### src/ombc_pkg.sv
// shared constants for operating mode selection and bus configuration
package ombc_pkg;
  localparam logic [2:0] OMBC_MODE_0 = 3'h0;
  localparam logic [2:0] OMBC_MODE_1 = 3'h1;
  localparam logic [2:0] OMBC_MODE_2 = 3'h2;
  localparam logic [2:0] OMBC_MODE_3 = 3'h3;
  localparam logic [2:0] OMBC_MODE_4 = 3'h4;
  localparam logic [2:0] OMBC_MODE_5 = 3'h5;
  localparam logic [2:0] OMBC_MODE_6 = 3'h6;
  localparam logic [2:0] OMBC_MODE_7 = 3'h7;
  localparam logic [2:0] OMBC_MODE_RESET = 3'h0;
  // bit of the mode-pin port data register that forces mode 5
  localparam int OMBC_SWITCH_BIT = 5;
  // mode bits sit in the top three bits of that data register
  localparam int OMBC_MODE_POS = 5;
  localparam logic [7:0] OMBC_RAM_LO = 8'h80;
  localparam logic [7:0] OMBC_VEC_HI = 8'hFE;
  localparam logic [7:0] OMBC_VEC_LO = 8'hFF;
  localparam logic [15:0] OMBC_IOS_BASE = 16'h0100;
  localparam logic [15:0] OMBC_IOS_LAST = 16'h01FF;
  localparam logic [15:0] OMBC_P3_DDR = 16'h0004;
  localparam logic [15:0] OMBC_P4_DDR = 16'h0005;
  localparam logic [15:0] OMBC_P3_DATA = 16'h0006;
  localparam logic [15:0] OMBC_P4_DATA = 16'h0007;
  localparam logic [15:0] OMBC_P3_CSR = 16'h000F;
  localparam logic [1:0] OMBC_VEC_EXT_CYCLES = 2'h2;
  typedef enum logic [2:0] {
    OMBC_ST_ADDR = 3'b001,
    OMBC_ST_TURN = 3'b010,
    OMBC_ST_DATA = 3'b100
  } ombc_phase_t;
endpackage

### src/ombc_mode_latch.sv
// mode latch: strap capture at reset release and one-way mode 4 to 5 switch
`timescale 1ns/1ns
module ombc_mode_latch
  import ombc_pkg::*;
(
  input wire logic clk_i,
  input wire logic arst_n_i,
  input wire logic [2:0] strap_i,
  input wire logic switch_i,
  output logic [2:0] mode_o,
  output logic captured_o
);
  logic [2:0] mode_reg;
  logic [2:0] mode_next;
  logic captured_reg;
  logic captured_next;

  always_comb begin
    mode_next = mode_reg;
    captured_next = 1'b1;
    if (!captured_reg) begin
      // first edge after release is the reset rising edge
      mode_next = strap_i;
    end else if (switch_i && mode_reg == OMBC_MODE_4) begin
      mode_next = OMBC_MODE_5;
    end
    // otherwise hold until next reset
  end

  always_ff @(posedge clk_i or negedge arst_n_i) begin
    if (!arst_n_i) begin
      mode_reg <= OMBC_MODE_RESET;
      captured_reg <= 1'b0;
    end else begin
      mode_reg <= mode_next;
      captured_reg <= captured_next;
    end
  end

  assign mode_o = mode_reg;
  assign captured_o = captured_reg;
endmodule

### src/ombc_top.sv
// operating mode selection and bus configuration top
// Overview of operation
// - strap pins captured into mode latch on reset rising edge.
// - mode number is binary of latched straps, high is one.
// - latched mode readable through the mode-pin port data register.
// - modes 4 and 7 make all ports parallel I/O, no bus.
// - mode 7 strobe a is input strobe, strobe b output strobe.
// - mode 4 RAM answers page offsets 80 to FF, ROM removed.
// - mode 4 reset vector fetched from page offsets FE and FF.
// - in mode 4 writing bit 5 switches to mode 5 at once.
// - mode 5 port 3 is data bus, port 4 defaults to input.
// - mode 5 set port-4 direction bits give address outputs A0-A7.
// - mode 5 io select decodes external range 0x100 to 0x1FF.
// - mode 5 strobe a is io select, strobe b read/write.
// - multiplexed modes: port 3 low address then data while E high.
// - multiplexed modes: strobe a address strobe, strobe b read/write.
// - modes 0 to 3 port 4 always drives A8-A15.
// - mode 6 port 4 inputs after reset, direction bits enable A8-A15.
// - multiplexed memory options: 3 none, 2 RAM, 1 and 6 both.
// - vectors external in modes 1 to 3, internal in 4 to 7.
// - mode 0 reset vector external for first two E cycles.
// - mode 0 connects internal data bus to external bus.
// - port 3 and 4 slots external in modes 0-3, 5, 6.
// - set direction bit makes line output, clear makes it input.
// - multiplexed modes float port 3 between address and data.
`timescale 1ns/1ns
module ombc_top
  import ombc_pkg::*;
(
  input wire logic CLK_I,
  input wire logic ARST_N_I,
  input wire logic E_STB_I,
  input wire logic [2:0] MODE_STRAP_I,
  input wire logic [15:0] CPU_ADDR_I,
  input wire logic CPU_RW_I,
  input wire logic CPU_VALID_I,
  input wire logic VEC_FETCH_I,
  input wire logic [7:0] CPU_WDATA_I,
  input wire logic P2_DATA_WR_I,
  input wire logic [4:0] P2_PIN_I,
  input wire logic [7:0] P3_DDR_I,
  input wire logic [7:0] P3_OUT_I,
  input wire logic [7:0] P3_PIN_I,
  input wire logic [7:0] P4_DDR_I,
  input wire logic [7:0] P4_OUT_I,
  input wire logic P3_IN_STB_I,
  input wire logic P3_OUT_STB_I,
  output logic [2:0] MODE_O,
  output logic [7:0] P2_DATA_RD_O,
  output logic SINGLE_CHIP_O,
  output logic NON_MUX_O,
  output logic MUX_O,
  output logic RAM_SEL_O,
  output logic ROM_SEL_O,
  output logic EXT_SEL_O,
  output logic VEC_EXT_O,
  output logic DBUS_LINK_O,
  output logic [7:0] P3_OUT_O,
  output logic [7:0] P3_OE_N_O,
  output logic [7:0] P3_RDATA_O,
  output logic [7:0] P4_OUT_O,
  output logic [7:0] P4_OE_N_O,
  output logic STB_A_OUT_O,
  output logic STB_A_OE_N_O,
  output logic STB_A_IN_O,
  output logic STB_B_OUT_O,
  output logic P3_OUT_STB_O
);
  logic [2:0] mode;
  logic captured;
  logic switch_req;
  logic sc_mode;
  logic non_multiplexed_bus_mode_mode;
  logic mux_mode;
  logic io_space_select;
  logic port_slot;
  logic ext_ports;
  logic ram_win;
  logic rom_on;
  logic ram_on;
  logic ram_sel;
  logic rom_sel;
  logic ext_sel;
  ombc_phase_t phase_reg;
  ombc_phase_t phase_next;
  logic [1:0] vec_cnt_reg;
  logic [1:0] vec_cnt_next;
  logic [7:0] p3_out_reg;
  logic [7:0] p3_out_next;
  logic [7:0] p3_oe_n_reg;
  logic [7:0] p3_oe_n_next;
  logic [7:0] p4_out_reg;
  logic [7:0] p4_out_next;
  logic [7:0] p4_oe_n_reg;
  logic [7:0] p4_oe_n_next;
  logic stb_a_reg;
  logic stb_a_next;
  logic stb_b_reg;
  logic stb_b_next;
  logic [7:0] p3_rdata_reg;
  logic [7:0] p3_rdata_next;

  // per-line output enable from direction bits, active low
  function automatic logic [7:0] dir_oe_n(input logic [7:0] ddr);
    dir_oe_n = ~ddr;
  endfunction

  function automatic logic is_mux(input logic [2:0] m);
    is_mux = (m == OMBC_MODE_0) || (m == OMBC_MODE_1) ||
             (m == OMBC_MODE_2) || (m == OMBC_MODE_3) ||
             (m == OMBC_MODE_6);
  endfunction

  assign switch_req = P2_DATA_WR_I && CPU_WDATA_I[OMBC_SWITCH_BIT];

  ombc_mode_latch u_latch (
    .clk_i(CLK_I),
    .arst_n_i(ARST_N_I),
    .strap_i(MODE_STRAP_I),
    .switch_i(switch_req),
    .mode_o(mode),
    .captured_o(captured)
  );

  assign sc_mode = (mode == OMBC_MODE_4) || (mode == OMBC_MODE_7);
  assign non_multiplexed_bus_mode_mode = (mode == OMBC_MODE_5);
  assign mux_mode = is_mux(mode);
  assign io_space_select = (CPU_ADDR_I >= OMBC_IOS_BASE) &&
                           (CPU_ADDR_I <= OMBC_IOS_LAST);
  assign port_slot = (CPU_ADDR_I == OMBC_P3_DDR) ||
                     (CPU_ADDR_I == OMBC_P4_DDR) ||
                     (CPU_ADDR_I == OMBC_P3_DATA) ||
                     (CPU_ADDR_I == OMBC_P4_DATA) ||
                     (CPU_ADDR_I == OMBC_P3_CSR);
  // port register slots leave the chip in every bus mode
  assign ext_ports = port_slot && (mux_mode || non_multiplexed_bus_mode_mode);

  always_comb begin
    ram_on = 1'b1;
    rom_on = 1'b1;
    case (mode)
      OMBC_MODE_3: begin
        ram_on = 1'b0;
        rom_on = 1'b0;
      end
      OMBC_MODE_2: rom_on = 1'b0;
      OMBC_MODE_4: rom_on = 1'b0;
      default: begin
        ram_on = 1'b1;
        rom_on = 1'b1;
      end
    endcase
  end

  // mode 4 mirrors RAM into the upper half of every page
  assign ram_win = (mode == OMBC_MODE_4) ?
                   (CPU_ADDR_I[7:0] >= OMBC_RAM_LO) :
                   (CPU_ADDR_I[15:8] == 8'h00 &&
                    CPU_ADDR_I[7:0] >= OMBC_RAM_LO);

  // saturates at two so the vector never goes back outside
  always_comb begin
    vec_cnt_next = vec_cnt_reg;
    if (E_STB_I && vec_cnt_reg != OMBC_VEC_EXT_CYCLES && captured) begin
      vec_cnt_next = vec_cnt_reg + 2'h1;
    end
  end

  always_comb begin
    phase_next = phase_reg;
    if (E_STB_I) begin
      case (phase_reg)
        OMBC_ST_ADDR: phase_next = OMBC_ST_TURN;
        OMBC_ST_TURN: phase_next = OMBC_ST_DATA;
        OMBC_ST_DATA: phase_next = OMBC_ST_ADDR;
        default: phase_next = OMBC_ST_ADDR;
      endcase
    end
  end

  always_comb begin
    p3_out_next = P3_OUT_I;
    p3_oe_n_next = dir_oe_n(P3_DDR_I);
    p4_out_next = P4_OUT_I;
    p4_oe_n_next = dir_oe_n(P4_DDR_I);
    stb_a_next = 1'b1;
    stb_b_next = 1'b1;
    p3_rdata_next = p3_rdata_reg;
    // first cycle after release still sees the reset mode; keep pins idle
    if (!captured) begin
      p3_oe_n_next = 8'hFF;
      p4_oe_n_next = 8'hFF;
    end else if (mux_mode) begin
      case (phase_reg)
        OMBC_ST_ADDR: begin
          p3_out_next = CPU_ADDR_I[7:0];
          p3_oe_n_next = 8'h00;
          // strobe drops a cycle before release so the latch closes on
          // a driven address
          stb_a_next = !E_STB_I;
        end
        OMBC_ST_TURN: begin
          p3_oe_n_next = 8'hFF;
          stb_a_next = 1'b0;
        end
        OMBC_ST_DATA: begin
          p3_out_next = CPU_WDATA_I;
          p3_oe_n_next = (CPU_VALID_I && !CPU_RW_I) ? 8'h00 : 8'hFF;
          stb_a_next = 1'b0;
          p3_rdata_next = P3_PIN_I;
        end
        default: p3_oe_n_next = 8'hFF;
      endcase
      stb_b_next = CPU_RW_I;
      if (mode == OMBC_MODE_6) begin
        p4_out_next = CPU_ADDR_I[15:8];
        p4_oe_n_next = dir_oe_n(P4_DDR_I);
      end else begin
        p4_out_next = CPU_ADDR_I[15:8];
        p4_oe_n_next = 8'h00;
      end
    end else if (non_multiplexed_bus_mode_mode) begin
      p3_out_next = CPU_WDATA_I;
      p3_oe_n_next = (CPU_VALID_I && !CPU_RW_I) ? 8'h00 : 8'hFF;
      p3_rdata_next = P3_PIN_I;
      p4_out_next = CPU_ADDR_I[7:0];
      p4_oe_n_next = dir_oe_n(P4_DDR_I);
      stb_a_next = !(CPU_VALID_I && io_space_select);
      stb_b_next = CPU_RW_I;
    end else begin
      stb_b_next = P3_OUT_STB_I;
      p3_rdata_next = P3_PIN_I;
    end
  end

  always_ff @(posedge CLK_I or negedge ARST_N_I) begin
    if (!ARST_N_I) begin
      phase_reg <= OMBC_ST_ADDR;
      vec_cnt_reg <= 2'h0;
      p3_out_reg <= 8'h00;
      p3_oe_n_reg <= 8'hFF;
      p4_out_reg <= 8'h00;
      p4_oe_n_reg <= 8'hFF;
      stb_a_reg <= 1'b1;
      stb_b_reg <= 1'b1;
      p3_rdata_reg <= 8'h00;
    end else begin
      phase_reg <= phase_next;
      vec_cnt_reg <= vec_cnt_next;
      p3_out_reg <= p3_out_next;
      p3_oe_n_reg <= p3_oe_n_next;
      p4_out_reg <= p4_out_next;
      p4_oe_n_reg <= p4_oe_n_next;
      stb_a_reg <= stb_a_next;
      stb_b_reg <= stb_b_next;
      p3_rdata_reg <= p3_rdata_next;
    end
  end

  assign MODE_O = mode;
  assign P2_DATA_RD_O[7:OMBC_MODE_POS] = mode;
  assign P2_DATA_RD_O[OMBC_MODE_POS-1:0] = P2_PIN_I;
  assign SINGLE_CHIP_O = sc_mode;
  assign NON_MUX_O = non_multiplexed_bus_mode_mode;
  assign MUX_O = mux_mode;
  // mode 5 reaches outside only through the io window and port slots
  always_comb begin
    ram_sel = CPU_VALID_I && ram_on && ram_win && !ext_ports;
    rom_sel = CPU_VALID_I && rom_on && CPU_ADDR_I[15] &&
              !(ram_on && ram_win);
    ext_sel = 1'b0;
    if (CPU_VALID_I && non_multiplexed_bus_mode_mode) begin
      ext_sel = io_space_select || ext_ports;
    end else if (CPU_VALID_I && !sc_mode) begin
      ext_sel = !ram_sel && !rom_sel &&
                (CPU_ADDR_I[15:5] != 11'h000 || ext_ports);
    end
  end
  assign RAM_SEL_O = ram_sel;
  assign ROM_SEL_O = rom_sel;
  assign EXT_SEL_O = ext_sel;
  always_comb begin
    case (mode)
      OMBC_MODE_1, OMBC_MODE_2, OMBC_MODE_3: VEC_EXT_O = 1'b1;
      OMBC_MODE_0: VEC_EXT_O = VEC_FETCH_I &&
                     (vec_cnt_reg != OMBC_VEC_EXT_CYCLES);
      default: VEC_EXT_O = 1'b0;
    endcase
  end
  assign DBUS_LINK_O = (mode == OMBC_MODE_0);
  assign P3_OUT_O = p3_out_reg;
  assign P3_OE_N_O = p3_oe_n_reg;
  assign P3_RDATA_O = p3_rdata_reg;
  assign P4_OUT_O = p4_out_reg;
  assign P4_OE_N_O = p4_oe_n_reg;
  assign STB_A_OUT_O = stb_a_reg;
  assign STB_A_OE_N_O = sc_mode; // input in single-chip modes
  assign STB_A_IN_O = P3_IN_STB_I;
  assign STB_B_OUT_O = stb_b_reg;
  assign P3_OUT_STB_O = (mode == OMBC_MODE_7) && !stb_b_reg;
endmodule

### config.mk
export PLATFORM = sky130hd
export DESIGN_NAME = ombc_top
export DESIGN_NICKNAME = d
export VERILOG_FILES = /design/src/ombc_pkg.sv /design/src/ombc_mode_latch.sv /design/src/ombc_top.sv
export SDC_FILE = /design/constraint.sdc
export NUM_CORES = 1
export LEC_CHECK = 0
export ABC_AREA = 1
export BUFFER_PORTS_ARGS = -buffer_cell sky130_fd_sc_hd__buf_2
export CORE_UTILIZATION = 30
export DETAILED_ROUTE_END_ITERATION = 8
export GPL_TIMING_DRIVEN = 0
export SYNTH_ARGS = -nofsm -noshare
export SYNTH_HDL_FRONTEND = slang
export SYNTH_SLANG_ARGS = --single-unit
### constraint.sdc
create_clock -name CLK_I -period 4.55 [get_ports CLK_I]
set_clock_uncertainty 0.15 [all_clocks]
set_input_delay 0.2275 -clock CLK_I [delete_from_list [all_inputs] [get_ports CLK_I]]
set_output_delay 0.2275 -clock CLK_I [all_outputs]
set_load 0.005 [all_outputs]
==> results of run 1 <==
## layout by cell type (no fill, tap or decap), types with 5 or more instances in the layout
cell	Yosys	final
dlygate4sd3_1	0	30
o211ai_1	10	10
o21ai_0	25	25
dfstp_2	19	19
nand3_1	12	12
o21ai_1	12	12
o21ai_2	7	7
a21oi_1	18	18
buf_2	2	140
nor2_1	29	29
dfrtp_1	32	32
buf_4	12	12
o22ai_1	8	8
inv_1	38	38
clkbuf_8	0	5
nand2_1	68	68
## through the flow
stage | instance area [µm²] | power (µW) | std cells
finish | 3950 | 1380 | 614
detailed placement | 3560 | 1110 | 576
global placement | 3560 | 1090 | 576
global route | 3950 | 1490 | 614
CTS | 3940 | 1400 | 613
floorplan | 2730 | 903 | 330
## logic make-up after synthesis
kind of cell | Yosys count | share of synthesized area [%]
AND/OR/NAND/NOR | 127 | 20.9
AO/OA/AOI/OAI | 85 | 18.9
buffers and inverters | 63 | 11.4
flip-flops | 51 | 47.6
adder cells (fa/ha/maj) | 1 | 0.458
other | 1 | 0.137
XOR/XNOR | 1 | 0.320
multiplexers | 1 | 0.366
## cell type report
cell class	instances	area [µm²]
fillers	879	4820
multi-input cells	216	1120
well taps	108	135
inverters	43	164
clock buffers	6	72.6
clock inverters	2	12.5
flip-flops and latches	51	1300
repair buffers	168	991
plain buffers	20	146
## critical path, cell delays in order, from the launching register on
cell	delay [ns]
dfrtp_1	0.41
buf_4	0.19
nor2_2	0.12
nand2_1	0.14
nand2_2	0.21
inv_4	0.09
nand3_2	0.09
nand2_1	0.05
nand3_1	0.08
nand2_1	0.05
buf_2	0.13
## where the power goes
| part | switching, µW | total, µW | leakage [µW] | internal, µW |
|---|---|---|---|---|
| clock network | 150 | 257 | 0.0000412 | 108 |
| logic | 305 | 522 | 0.00138 | 217 |
| registers | 37.3 | 598 | 0.000577 | 561 |
| total | 492 | 1380 | 0.00200 | 885 |
## how the worst max path moves through the flow
stage                                  from        end  slack (ns)  depth (start not counted)
after floorplan           u_latch.mode_o[1]  EXT_SEL_O        2.93                          9
after global placement    u_latch.mode_o[1]  EXT_SEL_O        2.64                         10
after detailed placement  u_latch.mode_o[1]  EXT_SEL_O        2.64                         10
after CTS                 u_latch.mode_o[1]  EXT_SEL_O        2.29                         10
after global routing      u_latch.mode_o[2]  EXT_SEL_O        2.16                          7
final                     u_latch.mode_o[1]  EXT_SEL_O        2.31                         10
## per-layer routing
metal	share of wire [%]	wire [µm]	up-vias
li1	-	-	1412
met4	1.4	119	0
met3	7.1	602	10
met2	48	4060	126
met5	0	0	-
met1	43	3670	1289
==> impl_metrics.csv, run 1 <==
group,metric,value,unit
status,outcome,"finished with violations",
status,violations,"hold timing",
grt,track_usage,18.2,%
grt,grt_pass1_vias,2926,
placed_design,place_ws,2.64,ns
power,p_leak,0.00200,µW
cts,clock_sinks,51,
critical_path,reg2reg_from,"phase_reg[0]",
yosys,ys_types,37,
timing,tns,0,ns
routing,postRouteAntennaNets,0,
routing,drtIter0Drc,133,
critical_path,r2r_end,"P3_OE_N_O[2]",
critical_path,worstPathArrival,1.87,ns
grt,grt-busiest-layer,"met2",
yosys,synth_common_cells,"nand2_1 (68), inv_1 (38), dfrtp_1 (32)",
critical_path,ff2ff_setup_slack,2.80,ns
yosys,syn_nets,412,
cts,cts.path.max_buffers,2,
yosys,post_synth_main_area_contributors,"dfrtp_1 (29%), dfstp_2 (18%), nand2_1 (9.3%)",
yosys,async_reset_ff_share,100,%
yosys,synth_top_area_share,29.3,%
grt,gr-usage-met2,31.5,%
layout,area_growth,44.3,%
grt,use_met3,3.17,%
yosys,synth_edf_count,0,
critical_path,crit_fanout,10,
cts,cts_root_buf,"clkbuf_8",
timing,tightest_slew,1.12,ns
floorplanning,fp.dieW,97.5,µm
cts,cts_tree,"built",
timing,final_max_slew_viol_count,0,
layout,drive_above_1_share,40.9,%
floorplanning,io_pins,145,
layout,layout.nets,587,
placed_design,io_buffers,138,
cts,cts_hold_buf,29,
yosys,ys_ff_latch,51,
floorplanning,fp.dieH,97.5,µm
yosys,postSynthAreaPerCell,8.28,µm²
layout,antennaDiodeCount,0,
grt,use_met1,23.2,%
critical_path,end_kind,"output port",
yosys,seq_area_frac_synth,47.6,%
grt,antenna_found_initial,0,
critical_path,critPathKind,"flip-flop to output port",
placed_design,gp_congestion,0.794,
critical_path,ff2ff_path_depth,5,
floorplanning,coreArea,8760,µm²
critical_path,cp_data_required_time,4.17,ns
grt,grt_overflow_total,0,
power,ir_drop,0.140,mV
routing,wl,8450,µm
cts,post_cts_buffers,0,
timing,finalHoldWorstSlack,-0.00654,ns
timing,final-setup-viol-count,0,
floorplanning,initial_core_util,31.2,%
cts,cts.clk_slew.worst_paths,0.10,ns
hold_path,hp-class,"input port to asynchronous set/reset pin",
yosys,postSynthCellCount,330,
grt,grt_pass1_wl,13900,µm
routing,dr_total_vias,2837,
critical_path,start_kind,"flip-flop",
timing,min_period_over_period,49.3,%
layout,fin_util,45.0,%
power,power_density,349,nW/µm²
routing,vias_per_cell,4.62,
yosys,yosysTopAreaCell,"dfrtp_1",
cts,h-tree-depth,2,
routing,drc,0,
timing,max_freq,446,MHz
timing,relSlewSlack,25.2,%
timing,rsz0062_at_grt,"false",
routing,drt_pre_antenna_iters,4,
grt,grt_start_max_net_pins,52,
yosys,yosysMostFrequentCell,"nand2_1",
yosys,netlist_area,2730,µm²
cts,cts_resized,0,
timing,layout_setup_ws,2.31,ns
timing,fin_crit,2.24,ns
floorplanning,die-area,9500,µm²
routing,wl_per_cell,13.8,µm
cts,worstSkewPairLatency,0.30,ns
yosys,synthFlopType,"dfrtp_1",
placed_design,dp_hpwl,6370,µm
cts,cts_buffers,5,
floorplanning,rows,34,
timing,hold_viol_final,17,
flow_run,cap_violations,0,
yosys,yosysWarnings,0,
Power figures use the tool's default switching activity.
==> inputs of run 2 (changes only) <==
- clock period: 4.55 -> 2.3 ns (I/O delays scaled with it)
==> impl_metrics.csv, run 2 (synthesis results as in run 1) <==
group,metric,value,unit
layout,antennaDiodeCount,0,
power,fin_total_pwr,2750,µW
timing,tightest_slew,1.12,ns
critical_path,end_kind,"output port",
placed_design,gp_congestion,0.794,
grt,gr-usage-met2,32.3,%
critical_path,start_kind,"flip-flop",
hold_path,hold_depth,5,
critical_path,ff2ff_setup_slack,0.24,ns
floorplanning,rows,34,
layout,fin_util,47.0,%
routing,wl_per_cell,13.6,µm
layout,regArea,1300,µm²
critical_path,r2r_end,"STB_B_OUT_O",
timing,relSlewSlack,25.2,%
layout,fillerInstances,864,
critical_path,crit_start,"u_latch.mode_o[1]",
timing,hold_viol_final,0,
routing,drt_pre_antenna_iters,4,
layout,area_growth,50.5,%
grt,grt_pass1_vias,3000,
routing,drtIter0Drc,124,
critical_path,crit_fanout,10,
power,ir_drop,0.277,mV
hold_path,hp-class,"input port to flip-flop",
layout,drive_above_1_share,39.6,%
routing,vias_per_cell,4.62,
timing,min_period_over_period,92.6,%
cts,cts.path.max_buffers,2,
timing,final-setup-viol-count,0,
cts,worstSkewPairLatency,0.30,ns
grt,track_usage,18.5,%
power,p_leak,0.00207,µW
timing,fin_crit,2.13,ns
floorplanning,initial_core_util,31.2,%
critical_path,reg2reg_from,"u_latch.mode_o[1]",
critical_path,cp_data_required_time,2.04,ns
floorplanning,fp.dieH,97.5,µm
routing,postRouteAntennaNets,0,
grt,antenna_found_initial,0,
floorplanning,coreArea,8760,µm²
grt,grt_pass1_wl,14200,µm
timing,finalHoldWorstSlack,0.0396,ns
grt,grt_overflow_total,0,
timing,max_freq,470,MHz
routing,dr_total_vias,2913,
cts,cts_root_buf,"clkbuf_8",
cts,clock_sinks,51,
power,power_frac_seq,43.0,%
power,switching_power,977,µW
critical_path,worstPathArrival,1.86,ns
power,comb_power_share,38.4,%
layout,final_cell_mix,"buf_2 (140), nand2_1 (68), dlygate4sd3_1 (47)",
layout,final_common_cell,"buf_2",
power,p_clk_share,18.6,%
critical_path,critPathKind,"flip-flop to output port",
routing,wl,8580,µm
cts,cts.clk_slew.worst_paths,0.10,ns
layout,multi_input_area,1120,µm²
timing,final_max_slew_viol_count,0,
grt,use_met3,3.02,%
cts,h-tree-depth,2,
floorplanning,fp.dieW,97.5,µm
layout,layout.nets,604,
flow_run,cap_violations,0,
cts,cts_buffers,5,
critical_path,endpoint,"EXT_SEL_O",
critical_path,ff2ff_path_depth,8,
status,outcome,"complete, no violations",
timing,tns,0,ns
power,power_density,668,nW/µm²
placed_design,io_buffers,138,
cts,cts_tree,"built",
placed_design,dp_hpwl,6370,µm
floorplanning,die-area,9500,µm²
timing,rsz0062_at_grt,"false",
routing,drc,0,
power,p_int,1770,µW
cts,post_cts_buffers,0,
power,switching_share,35.6,%
grt,grt-busiest-layer,"met2",
floorplanning,io_pins,145,
grt,use_met1,23.4,%
cts,cts_resized,0,
grt,grt_start_max_net_pins,52,
[run 2: changes by cell type in the layout (fill, tap and decap cells not counted), sizes merged]
cell | previous run | this run
dlygate4sd3 | 30 | 47
[run 2: power by group through the flow]
stage	logic, µW	registers, µW	clock network (µW)
final	1060	1180	510
after global routing	1190	1210	575
after CTS	1060	1180	541
after detailed placement	996	1200	0
after global placement	971	1190	0
after floorplan	573	1210	0
[run 2: what timing repair did]
action / in CTS / in global routing
hold buffers: 47 / 0
endpoints found under the hold margin: 79 / 0
endpoints found under the setup margin: 0 / 0
[run 2: worst min-delay path by stage]
stage	from	to	slack, ns
global route	CPU_ADDR_I[14]	P4_OUT_O[6]	0.05
detailed placement	P4_DDR_I[2]	P4_OE_N_O[2]	0.13
CTS	CPU_ADDR_I[1]	P4_OUT_O[1]	0.02
global placement	P4_DDR_I[0]	P4_OE_N_O[0]	0.13
finish	CPU_ADDR_I[1]	P4_OUT_O[1]	0.04
floorplan	ARST_N_I	P3_OUT_O[0]	-0.33
[run 2: through the flow]
stage / cells / setup WS [ns] / instance area, µm²
5_1_grt: 631 / 0.0227 / 4120
4_1_cts: 631 / 0.153 / 4120
3_3_place_gp: 576 / 0.505 / 3560
3_5_place_dp: 576 / 0.506 / 3560
6_report: 631 / 0.170 / 4120
2_1_floorplan: 330 / 0.794 / 2730
[run 2: layout make-up]
type / instances / share of cell area (%)
buffer: 20 / 3.56
clock buffer: 6 / 1.76
clock inverter: 2 / 0.304
inverter: 43 / 3.98
multi-input combinational: 216 / 27.3
sequential: 51 / 31.6
tap: 108 / 3.28
timing repair buffer: 185 / 28.2
[run 2: critical path, stage by stage, from the launching register on]
cell,delay [ns]
dfrtp_1,0.41
buf_4,0.19
nor2_2,0.12
nand2_1,0.14
nand2_2,0.21
inv_4,0.09
nand3_2,0.09
nand2_1,0.05
nand3_1,0.08
nand2_1,0.05
buf_2,0.13
[run 2: per-layer routing]
layer	routed length, µm	share of wire [%]
met5	0	0
met4	114	1.3
met3	531	6.2
met2	4200	49
met1	3740	44
